`config.mk`:
```
export PLATFORM = sky130hd
export DESIGN_NAME = japr_regs
export DESIGN_NICKNAME = d
export VERILOG_FILES = /design/src/hdl/japr_pkg.sv /design/src/hdl/japr_engine.sv /design/src/hdl/japr_queue.sv /design/src/hdl/japr_regs.sv
export SDC_FILE = /design/constraint.sdc
export NUM_CORES = 1
export LEC_CHECK = 0
export ABC_AREA = 1
export BUFFER_PORTS_ARGS = -buffer_cell sky130_fd_sc_hd__buf_2
export CORE_MARGIN = 10
export CORE_UTILIZATION = 52
export CTS_BUF_LIST = sky130_fd_sc_hd__clkbuf_2
export DETAILED_ROUTE_END_ITERATION = 6
export PLACE_DENSITY = 0.75
export SYNTH_ARGS = -nofsm -noshare
export SYNTH_HDL_FRONTEND = slang
export SYNTH_SLANG_ARGS = --single-unit
```
`constraint.sdc`:
```
create_clock -name mclk_in -period 2.7 [get_ports mclk_in]
set_input_delay 0.135 -clock mclk_in [delete_from_list [all_inputs] [get_ports mclk_in]]
set_output_delay 0.135 -clock mclk_in [all_outputs]
set_load 0.1 [all_outputs]
```
`src/hdl/japr_pkg.sv`:
```
// Behaviour
// - Engine-active sets on first command taken, clears when queue empty and idle.
// - Command queue count field shows waiting command bytes, zero to four.
// - Response queue count field shows held response bytes, zero to seven.
// - Status bit is AND of attached inputs of all selected ports.
// - Status bit is AND of system-reset-attached inputs of selected ports.
// - Test reset bit drives active-low test reset of usable ports; never self-clears.
// - System reset bit drives active-low system reset of usable ports; software clears.
// - A select bit enables a port only when attached and powered.
// - Eight select bits, bit n selects port n.
// - Selected attached port losing power sets its fault bit three cycles later, after the two-stage input synchroniser.
// - Fault bit stays set until software writes one or an abort occurs.
// - Deselecting a port leaves its fault bit unchanged.
// - Faulted port is disabled; its clock, mode and data outputs held low.
// - Four queue registers move one to four bytes; writes push, reads pop.
// - Identity word holds revision, continuation code and identification code.
// - In integration mode abort rising edge latches status; reading clears it.
// - Abort rising edge coinciding with a status read loses; the bit clears.
// - Outside integration mode the abort status reads zero, writes ignored.
// - Integration mode is active while the integration-enable bit is one.
package japr_pkg;

	// ------------------------------------------------------------
	// Register offsets
	// ------------------------------------------------------------
	localparam logic [11:0] OFS_CST = 12'hd00;
	localparam logic [11:0] OFS_SEL = 12'hd04;
	localparam logic [11:0] OFS_FLT = 12'hd08;
	localparam logic [11:0] OFS_BQ_ONE = 12'hd10;
	localparam logic [11:0] OFS_BQ_TWO = 12'hd14;
	localparam logic [11:0] OFS_BQ_THREE = 12'hd18;
	localparam logic [11:0] OFS_BQ_FOUR = 12'hd1c;
	localparam logic [11:0] OFS_IDW = 12'hdfc;
	localparam logic [11:0] OFS_ABT = 12'hefc;
	localparam logic [11:0] OFS_ITM = 12'hf00;

	// ------------------------------------------------------------
	// Field positions
	// ------------------------------------------------------------
	localparam int CST_ACTIVE_BIT = 31;
	localparam int CST_CMDCNT_LSB = 28;
	localparam int CST_RSPCNT_LSB = 24;
	localparam int CST_ATTACH_BIT = 3;
	localparam int CST_SRSTATT_BIT = 2;
	localparam int CST_TRST_BIT = 1;
	localparam int CST_SRST_BIT = 0;
	localparam int IDW_REV_LSB = 28;
	localparam int IDW_CONT_LSB = 24;
	localparam int IDW_CODE_LSB = 17;
	localparam int ABT_FLAG_BIT = 0;
	localparam int ITM_ENABLE_BIT = 0;

	// ------------------------------------------------------------
	// Reset values and sizes
	// ------------------------------------------------------------
	localparam logic [1:0] CST_CTRL_RESET = 2'h0;
	localparam logic [7:0] SEL_RESET = 8'h00;
	localparam logic [7:0] FLT_RESET = 8'h00;
	localparam logic ABT_RESET = 1'h0;
	localparam logic ITM_RESET = 1'h0;
	localparam int NUM_PORTS = 8;
	localparam int CMD_DEPTH = 4;
	localparam int RSP_DEPTH = 7;
	localparam int SYNC_WIDTH = 4 * NUM_PORTS + 1;

	// ------------------------------------------------------------
	// Timing: link clock half period in system clocks
	// ------------------------------------------------------------
	localparam logic [3:0] TCK_HALF_CYCLES = 4'h4;

	// ------------------------------------------------------------
	// Engine states
	// ------------------------------------------------------------
	typedef enum logic [1:0] {
		ENG_IDLE = 2'b00,
		ENG_SHIFT = 2'b01,
		ENG_PUSH = 2'b10
	} japr_eng_state_type;

	// Wrapping index step for the byte queues
	function automatic logic [2:0] next_index(input logic [2:0] idx,
		input logic [2:0] depth);
		next_index = (idx == depth - 3'h1) ? 3'h0 : idx + 3'h1;
	endfunction : next_index

endpackage : japr_pkg

```
`src/hdl/japr_engine.sv`:
```
module japr_engine (
	// Clock and reset
	input wire logic mclk_in,
	input wire logic rstn_in,
	// Command side
	input wire logic cmd_valid_in,
	input wire logic [7:0] cmd_data_in,
	output logic cmd_ready_out,
	// Response side
	output logic rsp_valid_out,
	output logic [7:0] rsp_data_out,
	input wire logic rsp_ready_in,
	// Scan lines
	input wire logic tdo_in,
	output logic tck_out,
	output logic tms_out,
	output logic tdi_out,
	// Status
	output logic idle_out
);

	japr_pkg::japr_eng_state_type state;
	logic [3:0] div;
	logic [2:0] bit_idx;
	logic [7:0] tx;
	logic [7:0] rx;

	assign cmd_ready_out = (state == japr_pkg::ENG_IDLE);
	assign rsp_valid_out = (state == japr_pkg::ENG_PUSH);
	assign rsp_data_out = rx;
	assign idle_out = (state == japr_pkg::ENG_IDLE);
	assign tms_out = 1'b0;

	// ------------------------------------------------------------
	// Byte shifter, LSB first, sample on rising clock
	// ------------------------------------------------------------
	always_ff @(posedge mclk_in or negedge rstn_in) begin
		if (!rstn_in) begin
			state <= japr_pkg::ENG_IDLE;
			div <= 4'h0;
			bit_idx <= 3'h0;
			tx <= 8'h00;
			rx <= 8'h00;
			tck_out <= 1'b0;
			tdi_out <= 1'b0;
		end else begin
			case (state)
				japr_pkg::ENG_IDLE: begin
					tck_out <= 1'b0;
					if (cmd_valid_in) begin
						tx <= cmd_data_in;
						tdi_out <= cmd_data_in[0];
						bit_idx <= 3'h0;
						div <= 4'h0;
						state <= japr_pkg::ENG_SHIFT;
					end
				end
				japr_pkg::ENG_SHIFT: begin
					if (div == japr_pkg::TCK_HALF_CYCLES - 4'h1) begin
						div <= 4'h0;
						if (!tck_out) begin
							tck_out <= 1'b1;
							rx[bit_idx] <= tdo_in;
						end else begin
							tck_out <= 1'b0;
							if (bit_idx == 3'h7) begin
								state <= japr_pkg::ENG_PUSH;
							end else begin
								bit_idx <= bit_idx + 3'h1;
								tdi_out <= tx[bit_idx + 3'h1];
							end
						end
					end else begin
						div <= div + 4'h1;
					end
				end
				japr_pkg::ENG_PUSH: begin
					if (rsp_ready_in) begin
						state <= japr_pkg::ENG_IDLE;
					end
				end
				default: begin
					state <= japr_pkg::ENG_IDLE;
				end
			endcase
		end
	end

endmodule : japr_engine

```
`src/hdl/japr_queue.sv`:
```
module japr_queue #(
	parameter logic [2:0] DEPTH = 3'h4
) (
	// Clock and reset
	input wire logic mclk_in,
	input wire logic rstn_in,
	// Fill side
	input wire logic in_valid_in,
	input wire logic [7:0] in_data_in,
	output logic in_ready_out,
	// Drain side
	output logic out_valid_out,
	output logic [7:0] out_data_out,
	input wire logic out_ready_in,
	// Occupancy
	output logic [2:0] count_out
);

	logic [7:0] store [0:6];
	logic [2:0] wr_idx;
	logic [2:0] rd_idx;
	logic [2:0] count;
	logic do_push;
	logic do_pop;

	assign in_ready_out = (count != DEPTH);
	assign out_valid_out = (count != 3'h0);
	assign out_data_out = store[rd_idx];
	assign count_out = count;
	assign do_push = in_valid_in & in_ready_out;
	assign do_pop = out_valid_out & out_ready_in;

	// ------------------------------------------------------------
	// Storage
	// ------------------------------------------------------------
	always_ff @(posedge mclk_in or negedge rstn_in) begin
		if (!rstn_in) begin
			for (int i = 0; i < 7; i++) begin
				store[i] <= 8'h00;
			end
		end else if (do_push) begin
			store[wr_idx] <= in_data_in;
		end
	end

	// ------------------------------------------------------------
	// Pointers and count
	// ------------------------------------------------------------
	always_ff @(posedge mclk_in or negedge rstn_in) begin
		if (!rstn_in) begin
			wr_idx <= 3'h0;
			rd_idx <= 3'h0;
			count <= 3'h0;
		end else begin
			if (do_push) begin
				wr_idx <= japr_pkg::next_index(wr_idx, DEPTH);
			end
			if (do_pop) begin
				rd_idx <= japr_pkg::next_index(rd_idx, DEPTH);
			end
			if (do_push && !do_pop) begin
				count <= count + 3'h1;
			end else if (do_pop && !do_push) begin
				count <= count - 3'h1;
			end
		end
	end

endmodule : japr_queue

```
`src/hdl/japr_regs.sv`:
```
module japr_regs #(
	// Arbitrary identity values
	parameter logic [3:0] ID_REVISION = 4'h0,
	parameter logic [3:0] ID_CONTINUATION = 4'h1,
	parameter logic [6:0] ID_CODE = 7'h55
) (
	// Clock and reset
	input wire logic mclk_in,
	input wire logic rstn_in,
	// Register bus
	input wire logic psel_in,
	input wire logic penable_in,
	input wire logic pwrite_in,
	input wire logic [11:0] paddr_in,
	input wire logic [31:0] pwdata_in,
	input wire logic [3:0] pstrb_in,
	output logic pready_out,
	output logic [31:0] prdata_out,
	output logic pslverr_out,
	// Slave port status
	input wire logic [7:0] port_connected_in,
	input wire logic [7:0] port_enabled_in,
	input wire logic [7:0] srst_connected_in,
	input wire logic [7:0] tdo_in,
	// Slave port drive
	output logic [7:0] tck_out,
	output logic [7:0] tms_out,
	output logic [7:0] tdi_out,
	output logic [7:0] test_reset_n_out,
	output logic [7:0] sys_reset_n_out,
	// Abort
	input wire logic debug_port_abort_in
);

	// ------------------------------------------------------------
	// Input synchronisers
	// ------------------------------------------------------------
	logic [japr_pkg::SYNC_WIDTH-1:0] sync1;
	logic [japr_pkg::SYNC_WIDTH-1:0] sync2;
	logic abort_prev;
	logic [7:0] conn_s;
	logic [7:0] enab_s;
	logic [7:0] srst_s;
	logic [7:0] tdo_s;
	logic abort_s;
	logic abort_rise;

	always_ff @(posedge mclk_in or negedge rstn_in) begin
		if (!rstn_in) begin
			sync1 <= '0;
			sync2 <= '0;
			abort_prev <= 1'b0;
		end else begin
			sync1 <= {debug_port_abort_in, tdo_in, srst_connected_in,
				port_enabled_in, port_connected_in};
			sync2 <= sync1;
			abort_prev <= abort_s;
		end
	end

	assign conn_s = sync2[7:0];
	assign enab_s = sync2[15:8];
	assign srst_s = sync2[23:16];
	assign tdo_s = sync2[31:24];
	assign abort_s = sync2[32];
	assign abort_rise = abort_s & ~abort_prev;

	// ------------------------------------------------------------
	// Bus decode
	// ------------------------------------------------------------
	logic setup;
	logic access;
	logic is_queue;
	logic [2:0] last_byte;
	logic [2:0] xfer_cnt;
	logic xfer_done;
	logic reg_write;
	logic abort_read;

	assign setup = psel_in & ~penable_in;
	assign access = psel_in & penable_in;
	assign is_queue = (paddr_in[11:4] == japr_pkg::OFS_BQ_ONE[11:4]);
	assign last_byte = {1'b0, paddr_in[3:2]};
	assign xfer_done = (xfer_cnt == last_byte + 3'h1);
	assign pready_out = ~is_queue | xfer_done;
	assign pslverr_out = 1'b0;
	assign reg_write = access & pwrite_in & ~is_queue;
	assign abort_read = setup & ~pwrite_in &
		(paddr_in == japr_pkg::OFS_ABT);

	// ------------------------------------------------------------
	// Queues and engine
	// ------------------------------------------------------------
	logic cmd_push_valid;
	logic cmd_push_ready;
	logic [7:0] cmd_push_data;
	logic cmd_valid;
	logic cmd_ready;
	logic [7:0] cmd_data;
	logic [2:0] cmd_count;
	logic rsp_push_valid;
	logic rsp_push_ready;
	logic [7:0] rsp_push_data;
	logic rsp_pop_valid;
	logic rsp_pop_ready;
	logic [7:0] rsp_pop_data;
	logic [2:0] rsp_count;
	logic eng_idle;
	logic eng_tck;
	logic eng_tms;
	logic eng_tdi;
	logic eng_tdo;
	logic byte_moved;

	assign cmd_push_valid = access & pwrite_in & is_queue & ~xfer_done;
	assign cmd_push_data = pwdata_in[{xfer_cnt[1:0], 3'h0} +: 8];
	assign rsp_pop_ready = access & ~pwrite_in & is_queue & ~xfer_done;
	assign byte_moved = (cmd_push_valid & cmd_push_ready) |
		(rsp_pop_valid & rsp_pop_ready);

	japr_queue #(
		.DEPTH(3'(japr_pkg::CMD_DEPTH))
	) u_cmd_queue (
		.mclk_in(mclk_in),
		.rstn_in(rstn_in),
		.in_valid_in(cmd_push_valid),
		.in_data_in(cmd_push_data),
		.in_ready_out(cmd_push_ready),
		.out_valid_out(cmd_valid),
		.out_data_out(cmd_data),
		.out_ready_in(cmd_ready),
		.count_out(cmd_count)
	);

	japr_queue #(
		.DEPTH(3'(japr_pkg::RSP_DEPTH))
	) u_rsp_queue (
		.mclk_in(mclk_in),
		.rstn_in(rstn_in),
		.in_valid_in(rsp_push_valid),
		.in_data_in(rsp_push_data),
		.in_ready_out(rsp_push_ready),
		.out_valid_out(rsp_pop_valid),
		.out_data_out(rsp_pop_data),
		.out_ready_in(rsp_pop_ready),
		.count_out(rsp_count)
	);

	japr_engine u_engine (
		.mclk_in(mclk_in),
		.rstn_in(rstn_in),
		.cmd_valid_in(cmd_valid),
		.cmd_data_in(cmd_data),
		.cmd_ready_out(cmd_ready),
		.rsp_valid_out(rsp_push_valid),
		.rsp_data_out(rsp_push_data),
		.rsp_ready_in(rsp_push_ready),
		.tdo_in(eng_tdo),
		.tck_out(eng_tck),
		.tms_out(eng_tms),
		.tdi_out(eng_tdi),
		.idle_out(eng_idle)
	);

	// ------------------------------------------------------------
	// Byte transfer counter
	// ------------------------------------------------------------
	always_ff @(posedge mclk_in or negedge rstn_in) begin
		if (!rstn_in) begin
			xfer_cnt <= 3'h0;
		end else if (access && is_queue && xfer_done) begin
			xfer_cnt <= 3'h0;
		end else if (byte_moved) begin
			xfer_cnt <= xfer_cnt + 3'h1;
		end
	end

	// ------------------------------------------------------------
	// Control registers
	// ------------------------------------------------------------
	logic trst_bit;
	logic srst_bit;
	logic [7:0] port_select;
	logic integration_enable;
	logic engine_active;

	always_ff @(posedge mclk_in or negedge rstn_in) begin
		if (!rstn_in) begin
			{trst_bit, srst_bit} <= japr_pkg::CST_CTRL_RESET;
		end else if (reg_write && pstrb_in[0] &&
			paddr_in == japr_pkg::OFS_CST) begin
			trst_bit <= pwdata_in[japr_pkg::CST_TRST_BIT];
			srst_bit <= pwdata_in[japr_pkg::CST_SRST_BIT];
		end
	end

	always_ff @(posedge mclk_in or negedge rstn_in) begin
		if (!rstn_in) begin
			port_select <= japr_pkg::SEL_RESET;
		end else if (reg_write && pstrb_in[0] &&
			paddr_in == japr_pkg::OFS_SEL) begin
			port_select <= pwdata_in[7:0];
		end
	end

	always_ff @(posedge mclk_in or negedge rstn_in) begin
		if (!rstn_in) begin
			integration_enable <= japr_pkg::ITM_RESET;
		end else if (reg_write && pstrb_in[0] &&
			paddr_in == japr_pkg::OFS_ITM) begin
			integration_enable <= pwdata_in[japr_pkg::ITM_ENABLE_BIT];
		end
	end

	// ------------------------------------------------------------
	// Engine activity
	// ------------------------------------------------------------
	always_ff @(posedge mclk_in or negedge rstn_in) begin
		if (!rstn_in) begin
			engine_active <= 1'b0;
		end else if (cmd_valid && cmd_ready) begin
			engine_active <= 1'b1;
		end else if (cmd_count == 3'h0 && eng_idle) begin
			engine_active <= 1'b0;
		end
	end

	// ------------------------------------------------------------
	// Port faults
	// ------------------------------------------------------------
	logic [7:0] port_fault;
	logic [7:0] fault_set;
	logic [7:0] fault_clr;

	assign fault_set = port_select & conn_s & ~enab_s;
	assign fault_clr = ((reg_write && pstrb_in[0] &&
		paddr_in == japr_pkg::OFS_FLT) ? pwdata_in[7:0] : 8'h00) |
		(abort_rise ? 8'hff : 8'h00);

	always_ff @(posedge mclk_in or negedge rstn_in) begin
		if (!rstn_in) begin
			port_fault <= japr_pkg::FLT_RESET;
		end else begin
			// Set wins over clear; selection plays no part in clearing
			port_fault <= (port_fault & ~fault_clr) | fault_set;
		end
	end

	// ------------------------------------------------------------
	// Abort status
	// ------------------------------------------------------------
	logic abort_status;

	always_ff @(posedge mclk_in or negedge rstn_in) begin
		if (!rstn_in) begin
			abort_status <= japr_pkg::ABT_RESET;
		end else if (!integration_enable) begin
			abort_status <= 1'b0;
		end else if (abort_read) begin
			abort_status <= 1'b0;
		end else if (abort_rise) begin
			abort_status <= 1'b1;
		end
	end

	// ------------------------------------------------------------
	// Port drive
	// ------------------------------------------------------------
	logic [7:0] port_on;
	logic [7:0] drive_ok;
	logic all_selected_attached;
	logic all_sysreset_attached;

	assign drive_ok = port_select & conn_s & ~port_fault;
	assign port_on = drive_ok & enab_s;
	assign tck_out = {8{eng_tck}} & port_on;
	assign tms_out = {8{eng_tms}} & port_on;
	assign tdi_out = {8{eng_tdi}} & port_on;
	assign eng_tdo = |(tdo_s & port_on);
	assign test_reset_n_out = ~({8{trst_bit}} & drive_ok);
	assign sys_reset_n_out = ~({8{srst_bit}} & drive_ok);
	assign all_selected_attached = &(conn_s | ~port_select);
	assign all_sysreset_attached = &(srst_s | ~port_select);

	// ------------------------------------------------------------
	// Read data
	// ------------------------------------------------------------
	logic [31:0] rdata;
	logic [31:0] next_rdata;

	always_comb begin
		next_rdata = 32'h00000000;
		case (paddr_in)
			japr_pkg::OFS_CST: begin
				next_rdata[japr_pkg::CST_ACTIVE_BIT] = engine_active;
				next_rdata[japr_pkg::CST_CMDCNT_LSB +: 3] = cmd_count;
				next_rdata[japr_pkg::CST_RSPCNT_LSB +: 3] = rsp_count;
				next_rdata[japr_pkg::CST_ATTACH_BIT] = all_selected_attached;
				next_rdata[japr_pkg::CST_SRSTATT_BIT] = all_sysreset_attached;
				next_rdata[japr_pkg::CST_TRST_BIT] = trst_bit;
				next_rdata[japr_pkg::CST_SRST_BIT] = srst_bit;
			end
			japr_pkg::OFS_SEL: begin
				next_rdata[7:0] = port_select;
			end
			japr_pkg::OFS_FLT: begin
				next_rdata[7:0] = port_fault;
			end
			japr_pkg::OFS_IDW: begin
				next_rdata[japr_pkg::IDW_REV_LSB +: 4] = ID_REVISION;
				next_rdata[japr_pkg::IDW_CONT_LSB +: 4] = ID_CONTINUATION;
				next_rdata[japr_pkg::IDW_CODE_LSB +: 7] = ID_CODE;
			end
			japr_pkg::OFS_ABT: begin
				next_rdata[japr_pkg::ABT_FLAG_BIT] =
					abort_status & integration_enable;
			end
			japr_pkg::OFS_ITM: begin
				next_rdata[japr_pkg::ITM_ENABLE_BIT] = integration_enable;
			end
			default: begin
				next_rdata = 32'h00000000;
			end
		endcase
	end

	always_ff @(posedge mclk_in or negedge rstn_in) begin
		if (!rstn_in) begin
			rdata <= 32'h00000000;
		end else if (setup && !pwrite_in) begin
			rdata <= is_queue ? 32'h00000000 : next_rdata;
		end else if (rsp_pop_valid && rsp_pop_ready) begin
			rdata[{xfer_cnt[1:0], 3'h0} +: 8] <= rsp_pop_data;
		end
	end

	assign prdata_out = rdata;

endmodule : japr_regs

```
[After elaboration in Yosys (flattened, before gate mapping)]
Cells that the tools add are included.
Widths: inputs -> output; s select.
Word-level totals
  flip-flop bits (word level): 280
  bits in latches: 0
  RAM bits: 0
  ROM bits: 0
  memories: 0
Cells by class
  add/subtract/negate cells: 13
  multiply operators: 0
  div/mod/pow operators: 0
  magnitude comparators: 9
  eq/ne operators: 25
  shifts and indexed selects: 3
  mux-type cells: 66
  bitwise logic cells: 49
  reduce and logical (&&, ||, !) cells: 42
Operator list (number)
  $bwmux 56: 2
  $mux 32: 3
  $and 8x8->8: 10
  $eq 12x12->1 const B: 6
  $mux 8: 8
  $bmux 8 s3: 2
  $demux 8 s3: 2
  $not 8->8: 6
  $mux 3: 14
  $bwmux 32: 1
  $or 8x8->8: 4
  $shift 8x7->32 const A: 1
  $shiftx 32x6->8: 1
  $shiftx 8x7->32: 1
  $add 3x1->3 const B: 8
  $logic_and 1x1->1: 18
  $and 1x1->1: 17
  $ge 4x4->1 const B: 4
  $not 3->4: 4
  $pmux 4 s2: 2
  $reduce_and 8->1: 2
  $mux 1: 13
  $mux 4: 3
  $pmux 3 s2: 2
  other kinds (37): 73

[Logic depth before layout (Yosys ltp)]
  depth after elaboration: 10
  gate-level depth with buffers: 13
  gate-level depth less buffers: 13

[Modules after synthesis]
Synthesis repeated with hierarchy kept, for this count alone.
Unflattened totals
  cell total of the unflattened synthesis: 1816
  area total of the unflattened synthesis: 14287.5 µm²
By module, submodules not included
  japr_regs: times used 1, cells each 673, area each 5581.6 µm², sequential area each 3078.0 µm²
  japr_queue at u_cmd_queue: times used 1, cells each 485, area each 3836.2 µm², sequential area each 1626.6 µm²
  japr_queue at u_rsp_queue: times used 1, cells each 482, area each 3485.8 µm², sequential area each 1626.6 µm²
  japr_engine: times used 1, cells each 176, area each 1383.8 µm², sequential area each 675.6 µm²

[Worst setup path before layout]
Ideal clock, no wire load.
  path kind: register to register
  from: register xfer_cnt[1]
  to: register u_cmd_queue.count[2] (netlist: u_cmd_queue.count_out[2])
  setup time: 0.131 ns
  data arrival time: 2.752 ns
  data required time: 2.569 ns
  setup slack: -0.183 ns
  cell stages (with the launch flop): 12
  path buffers: 1
  cells stage by stage: dfrtp_1 -> buf_4 -> xnor2_1 -> nand3_2 -> nand2_1 -> nor2_1 -> ha_1 -> inv_1 -> fa_1 -> a21oi_1 -> o21ai_0 -> xor2_1
Between the ends
  word-level cells in the longest chain between the ends: 7
Ends and longest elaborated chain
  start, declared: line japr_regs.sv:75  | logic [2:0] xfer_cnt;
  start signal, assigned: line japr_regs.sv:174  | xfer_cnt <= xfer_cnt + 3'h1;
  $eq 3x3->1 (*): line japr_regs.sv:84  | assign xfer_done = (xfer_cnt == last_byte + 3'h1);
  $not 1->1 (*): line japr_regs.sv:115  | assign cmd_push_valid = access & pwrite_in & is_queue & ~xfer_done;
  $and 1x1->1 (*): line japr_regs.sv:115
  $and 1x1->1 (*): line japr_queue.sv:30  | assign do_push = in_valid_in & in_ready_out;
  named net u_cmd_queue.do_push: line japr_queue.sv:23  | logic do_push;
  $logic_not 1->1: line japr_queue.sv:63  | end else if (do_pop && !do_push) begin
  $logic_and 1x1->1: line japr_queue.sv:63
  $reduce_bool 2->1 (no line)
  end signal, assigned: line japr_queue.sv:62  | count <= count + 3'h1;
  end signal, assigned: line japr_queue.sv:64  | count <= count - 3'h1;
  end, declared: line japr_queue.sv:22  | logic [2:0] count;
The timed path passes the listed nets; every way through them passes the cells marked *.
A chain may end at the register's enable or synchronous reset.

[Worst setup path after layout]
  from: register xfer_cnt[0]
  to: register u_cmd_queue.store[40] (netlist name)
Between the ends
  word-level cells in the longest chain between the ends: 4
Ends and longest elaborated chain
  parallel branches: the longest is 4 deep, another holds $bwmux 56
  end signal, assigned by index: line japr_queue.sv:42  | store[wr_idx] <= in_data_in;
  end, declared: line japr_queue.sv:19  | logic [7:0] store [0:6];
Several ways; the timed one is not identified.

==> results.cfg <==
[final_layout]
multiInputGateArea_sq_mm = 0.00510
nFillCells = 2031
post_layout_instance_count_excluding_filler_cells = 2177
final_design_area_no_fill_sq_mm = 0.0158
fin_nets = 1914
drive_above_1_share_pct = 17.9
register_area_sq_mm = 0.00701
area_growth_syn_to_layout_pct = 22.2
finalCoreUtilization_pct = 64.6

[die]
dieHeight_um = 177
fp.dieArea_sq_mm = 0.0315
row_count = 57
core_sq_mm = 0.0244
die_w_um = 177
io-pin-count = 160
starting_density_of_the_core_pct = 52.9

[synth]
synth_top_family_by_area = simple AND/OR/NAND/NOR gates
netlist.area_leader.share_pct = 54.3
edff_count_synth = 0
async_sr_flop_fraction_pct = 100
post_synth_and_or_nand_nor_area_fraction_pct = 24.6
post_synth_xor_area_fraction_pct = 0.475
yosys_warnings = 0
compound_gate_fraction_of_synth_area_pct = 12.4
syn_area_per_cell_sq_um = 8.61
synth_area_sq_mm = 0.0129
area_contributors_post_synth = sky130_fd_sc_hd__dfrtp_1, sky130_fd_sc_hd__nand2_1, sky130_fd_sc_hd__o21ai_0
ys_seq_elements = 280
synthMostInstantiatedCell = sky130_fd_sc_hd__nand2_1
ys_dominant_reg_cell = sky130_fd_sc_hd__dfrtp_1
seq_area_frac_synth_pct = 54.3
synthDominantAreaCellType = sky130_fd_sc_hd__dfrtp_1
ys_top_cells_by_count = sky130_fd_sc_hd__nand2_1, sky130_fd_sc_hd__dfrtp_1, sky130_fd_sc_hd__nor2_1
synth_adder_area_share_pct = 1.77
post_synth_inst_count = 1498
synthMuxAreaShare_pct = 0.0873
ys_types = 45

[place]
placement.io_buffers = 147
gp_routability_congestion = 0.905
post_dp_cell_area_sq_mm = 0.0139
dp_worst_setup_slack_ns = 0.273
dp_hpwl_mm = 25.1
place.detailed.instances = 1939

[run]
drv.max_cap_violation_count = 0

[sta]
slew_viol_final = 0
timing_worst_slew_pin_value_ns = 0.952
worst_hold_slack_ns = 0.0668
max_slew_margin_pct = 36.1
report.final.setup_viol = 0
max_freq_mhz = 390
fin_ws_ns = 0.136
grt_setup_unrepaired = no
fin_tns_setup_ns = 0
final-hold-violation-count = 0
post-route-min-period_ns = 2.56
timing.final.crit_share_pct = 95.0
final_clock_skew_ns = 0.0820

[critical_path]
buffer_and_inverter_count_on_the_worst_path = 4
critical_path_class = reg2reg
path_max_fanout = 19
crit_chain = inv_2, buf_6, nand2_1, nand3_1, dlygate4sd3_1, nand2_1, dlygate4sd3_1, o21ai_1
cp_slowest_stage_delay_ns = 0.80
critPathTopFamily = buffers and inverters
crit_path_end_kind = flop
critical_path_arrival_ns = 3.24
timing.critical_path.from_type = flop
crit_path_top_delay_cell = sky130_fd_sc_hd__dlygate4sd3_1
critPathRequiredTime_ns = 3.38

[clock_tree]
clk_latency_ns = 0.87
cts_inserted_buffers = 73
cts_h_tree_depth = 3
numClockSinks = 280
cts_buffer_depth = 3
clk_pin_slew_worst_paths_ns = 0.10
clockRootBuffer = sky130_fd_sc_hd__clkbuf_2
tritoncts = done
cts.repair_timing.setup_buffer_count = 0

[pwr]
vdd_drop_max_uv = 340
totalPowerFinal_mw = 7.64
p_leak_nw = 7.72
powerDensity_mw_per_mm2 = 485

[grt]
grt_max_degree = 90
groute.usage.overall_pct = 24.3
gr_ovfl_total = 0
antenna_found_initial = 4
grt_first_pass_wirelength_mm = 61.1
grt_pass1_vias = 11700

[detailed_routing]
postRouteAntennaNets = 0
wire_per_inst_um = 17.4
postRouteWirelength_mm = 38.0
post-route-drc-count = 4
num_vias = 11600
detail_route.iter0.violations = 1150
first_pass_iters = 7
via_per_inst = 5.35

[hold_path]
min-delay-path-class = in2reg

[status]
run_status = finished with violations
failed_checks = design-rule violations
state kept, by name, summed over array words and instances, names as in the netlist, 2 cells and up:
name	flops
port_fault	8
u_engine.div	4
u_cmd_queue.wr_idx	3
sync1	33
u_rsp_queue.store	56
u_cmd_queue.count_out	3
u_rsp_queue.wr_idx	3
u_cmd_queue.rd_idx	3
u_engine.rsp_data_out	8
sync2	33
u_rsp_queue.count_out	3
u_engine.tx	8
u_rsp_queue.rd_idx	3
prdata_out	32
u_cmd_queue.store	56
port_select	8
u_engine.bit_idx	3
xfer_cnt	3
u_engine.state	2
cells by family (layout without fill, tap and decap cells):
kind of cell             count (synthesis)  count (layout)
XOR/XNOR                                 7               7
other                                    1              11
AO/OA/AOI/OAI                          287             287
buffers and inverters                  185             530
multiplexers                             1               1
flip-flops                             280             280
AND/OR/NAND/NOR                        720             720
adder cells (fa/ha/maj)                 17              17
cell usage in the layout, fill, tap and decap left out, types with 9 or more instances in the layout:
cell type                       count
sky130_fd_sc_hd__ha_1              15
sky130_fd_sc_hd__o22ai_1           10
sky130_fd_sc_hd__nand4_1           12
sky130_fd_sc_hd__nand3_1           94
sky130_fd_sc_hd__buf_4             11
sky130_fd_sc_hd__o211ai_1          21
sky130_fd_sc_hd__o21ai_0          131
sky130_fd_sc_hd__o21ai_1           61
sky130_fd_sc_hd__dlygate4sd3_1    121
sky130_fd_sc_hd__inv_2              9
sky130_fd_sc_hd__nor2_1           136
sky130_fd_sc_hd__clkbuf_2          98
sky130_fd_sc_hd__buf_2            136
sky130_fd_sc_hd__nand2_1          427
sky130_fd_sc_hd__a21oi_1           38
sky130_fd_sc_hd__inv_1            116
sky130_fd_sc_hd__dfrtp_1          280
sky130_fd_sc_hd__nor3_1            13
sky130_fd_sc_hd__o21ai_2           15
sky130_fd_sc_hd__clkbuf_4          10
sky130_fd_sc_hd__conb_1             9
sky130_fd_sc_hd__clkinv_1          13
per-layer routing:
metal / track usage [%] / share of wire [%] / routed length (um)
met1: 30.9 / 41 / 15700
met2: 39.2 / 47 / 17900
met3: 6.20 / 8.5 / 3240
met4: 9.38 / 2.8 / 1060
met5: 0 / 0.071 / 27
power by group:
group          leakage [nW]  internal (mW)  switching (mW)
logic                  3.59          0.220           0.380
registers              3.68           4.25          0.0352
clock network         0.453           1.00            1.76
total                  7.72           5.47            2.17
worst register-to-register path, delay by kind of cell, from the launching register on:
family,cells,cell delay [ns]
AO/OA/AOI/OAI,1,0.13
buffers and inverters,4,1.64
flip-flops,1,0.41
AND/OR/NAND/NOR,3,0.20
final cells by class:
type,instances,share of cell area [%]
Inverter,131,3.18
Clock buffer,98,3.11
Multi-Input combinational cell,1041,32.4
Sequential cell,280,44.5
Tap cell,324,2.57
Antenna cell,2,0.0318
Clock inverter,17,0.643
Timing Repair Buffer,284,13.6
repair_timing:
item / CTS / global route
hold buffers: 121 / 0
endpoints found under the hold margin: 403 / 0
setup endpoints to repair: 0 / 13
resized for setup: 0 / 12
worst paths after layout:
| check | from | end | slack (ns) | depth (start not counted) |
|---|---|---|---|---|
| setup / recovery | xfer_cnt[0] | u_cmd_queue.store[40] | 0.14 | 8 |
| hold / removal | paddr_in[7] | u_rsp_queue.rd_idx[2] | 0.07 | 10 |
| setup reg to reg | xfer_cnt[0] | u_cmd_queue.store[40] | 0.14 | 8 |
| hold reg to reg | sync1[6] | sync2[6] | 0.34 | 0 |
| max in group asynchronous | rstn_in | u_cmd_queue.store[32] | 1.39 | 4 |
| min in group asynchronous | rstn_in | port_select[5] | 0.41 | 3 |
No activity file was read; power rests on OpenSTA's default activity.
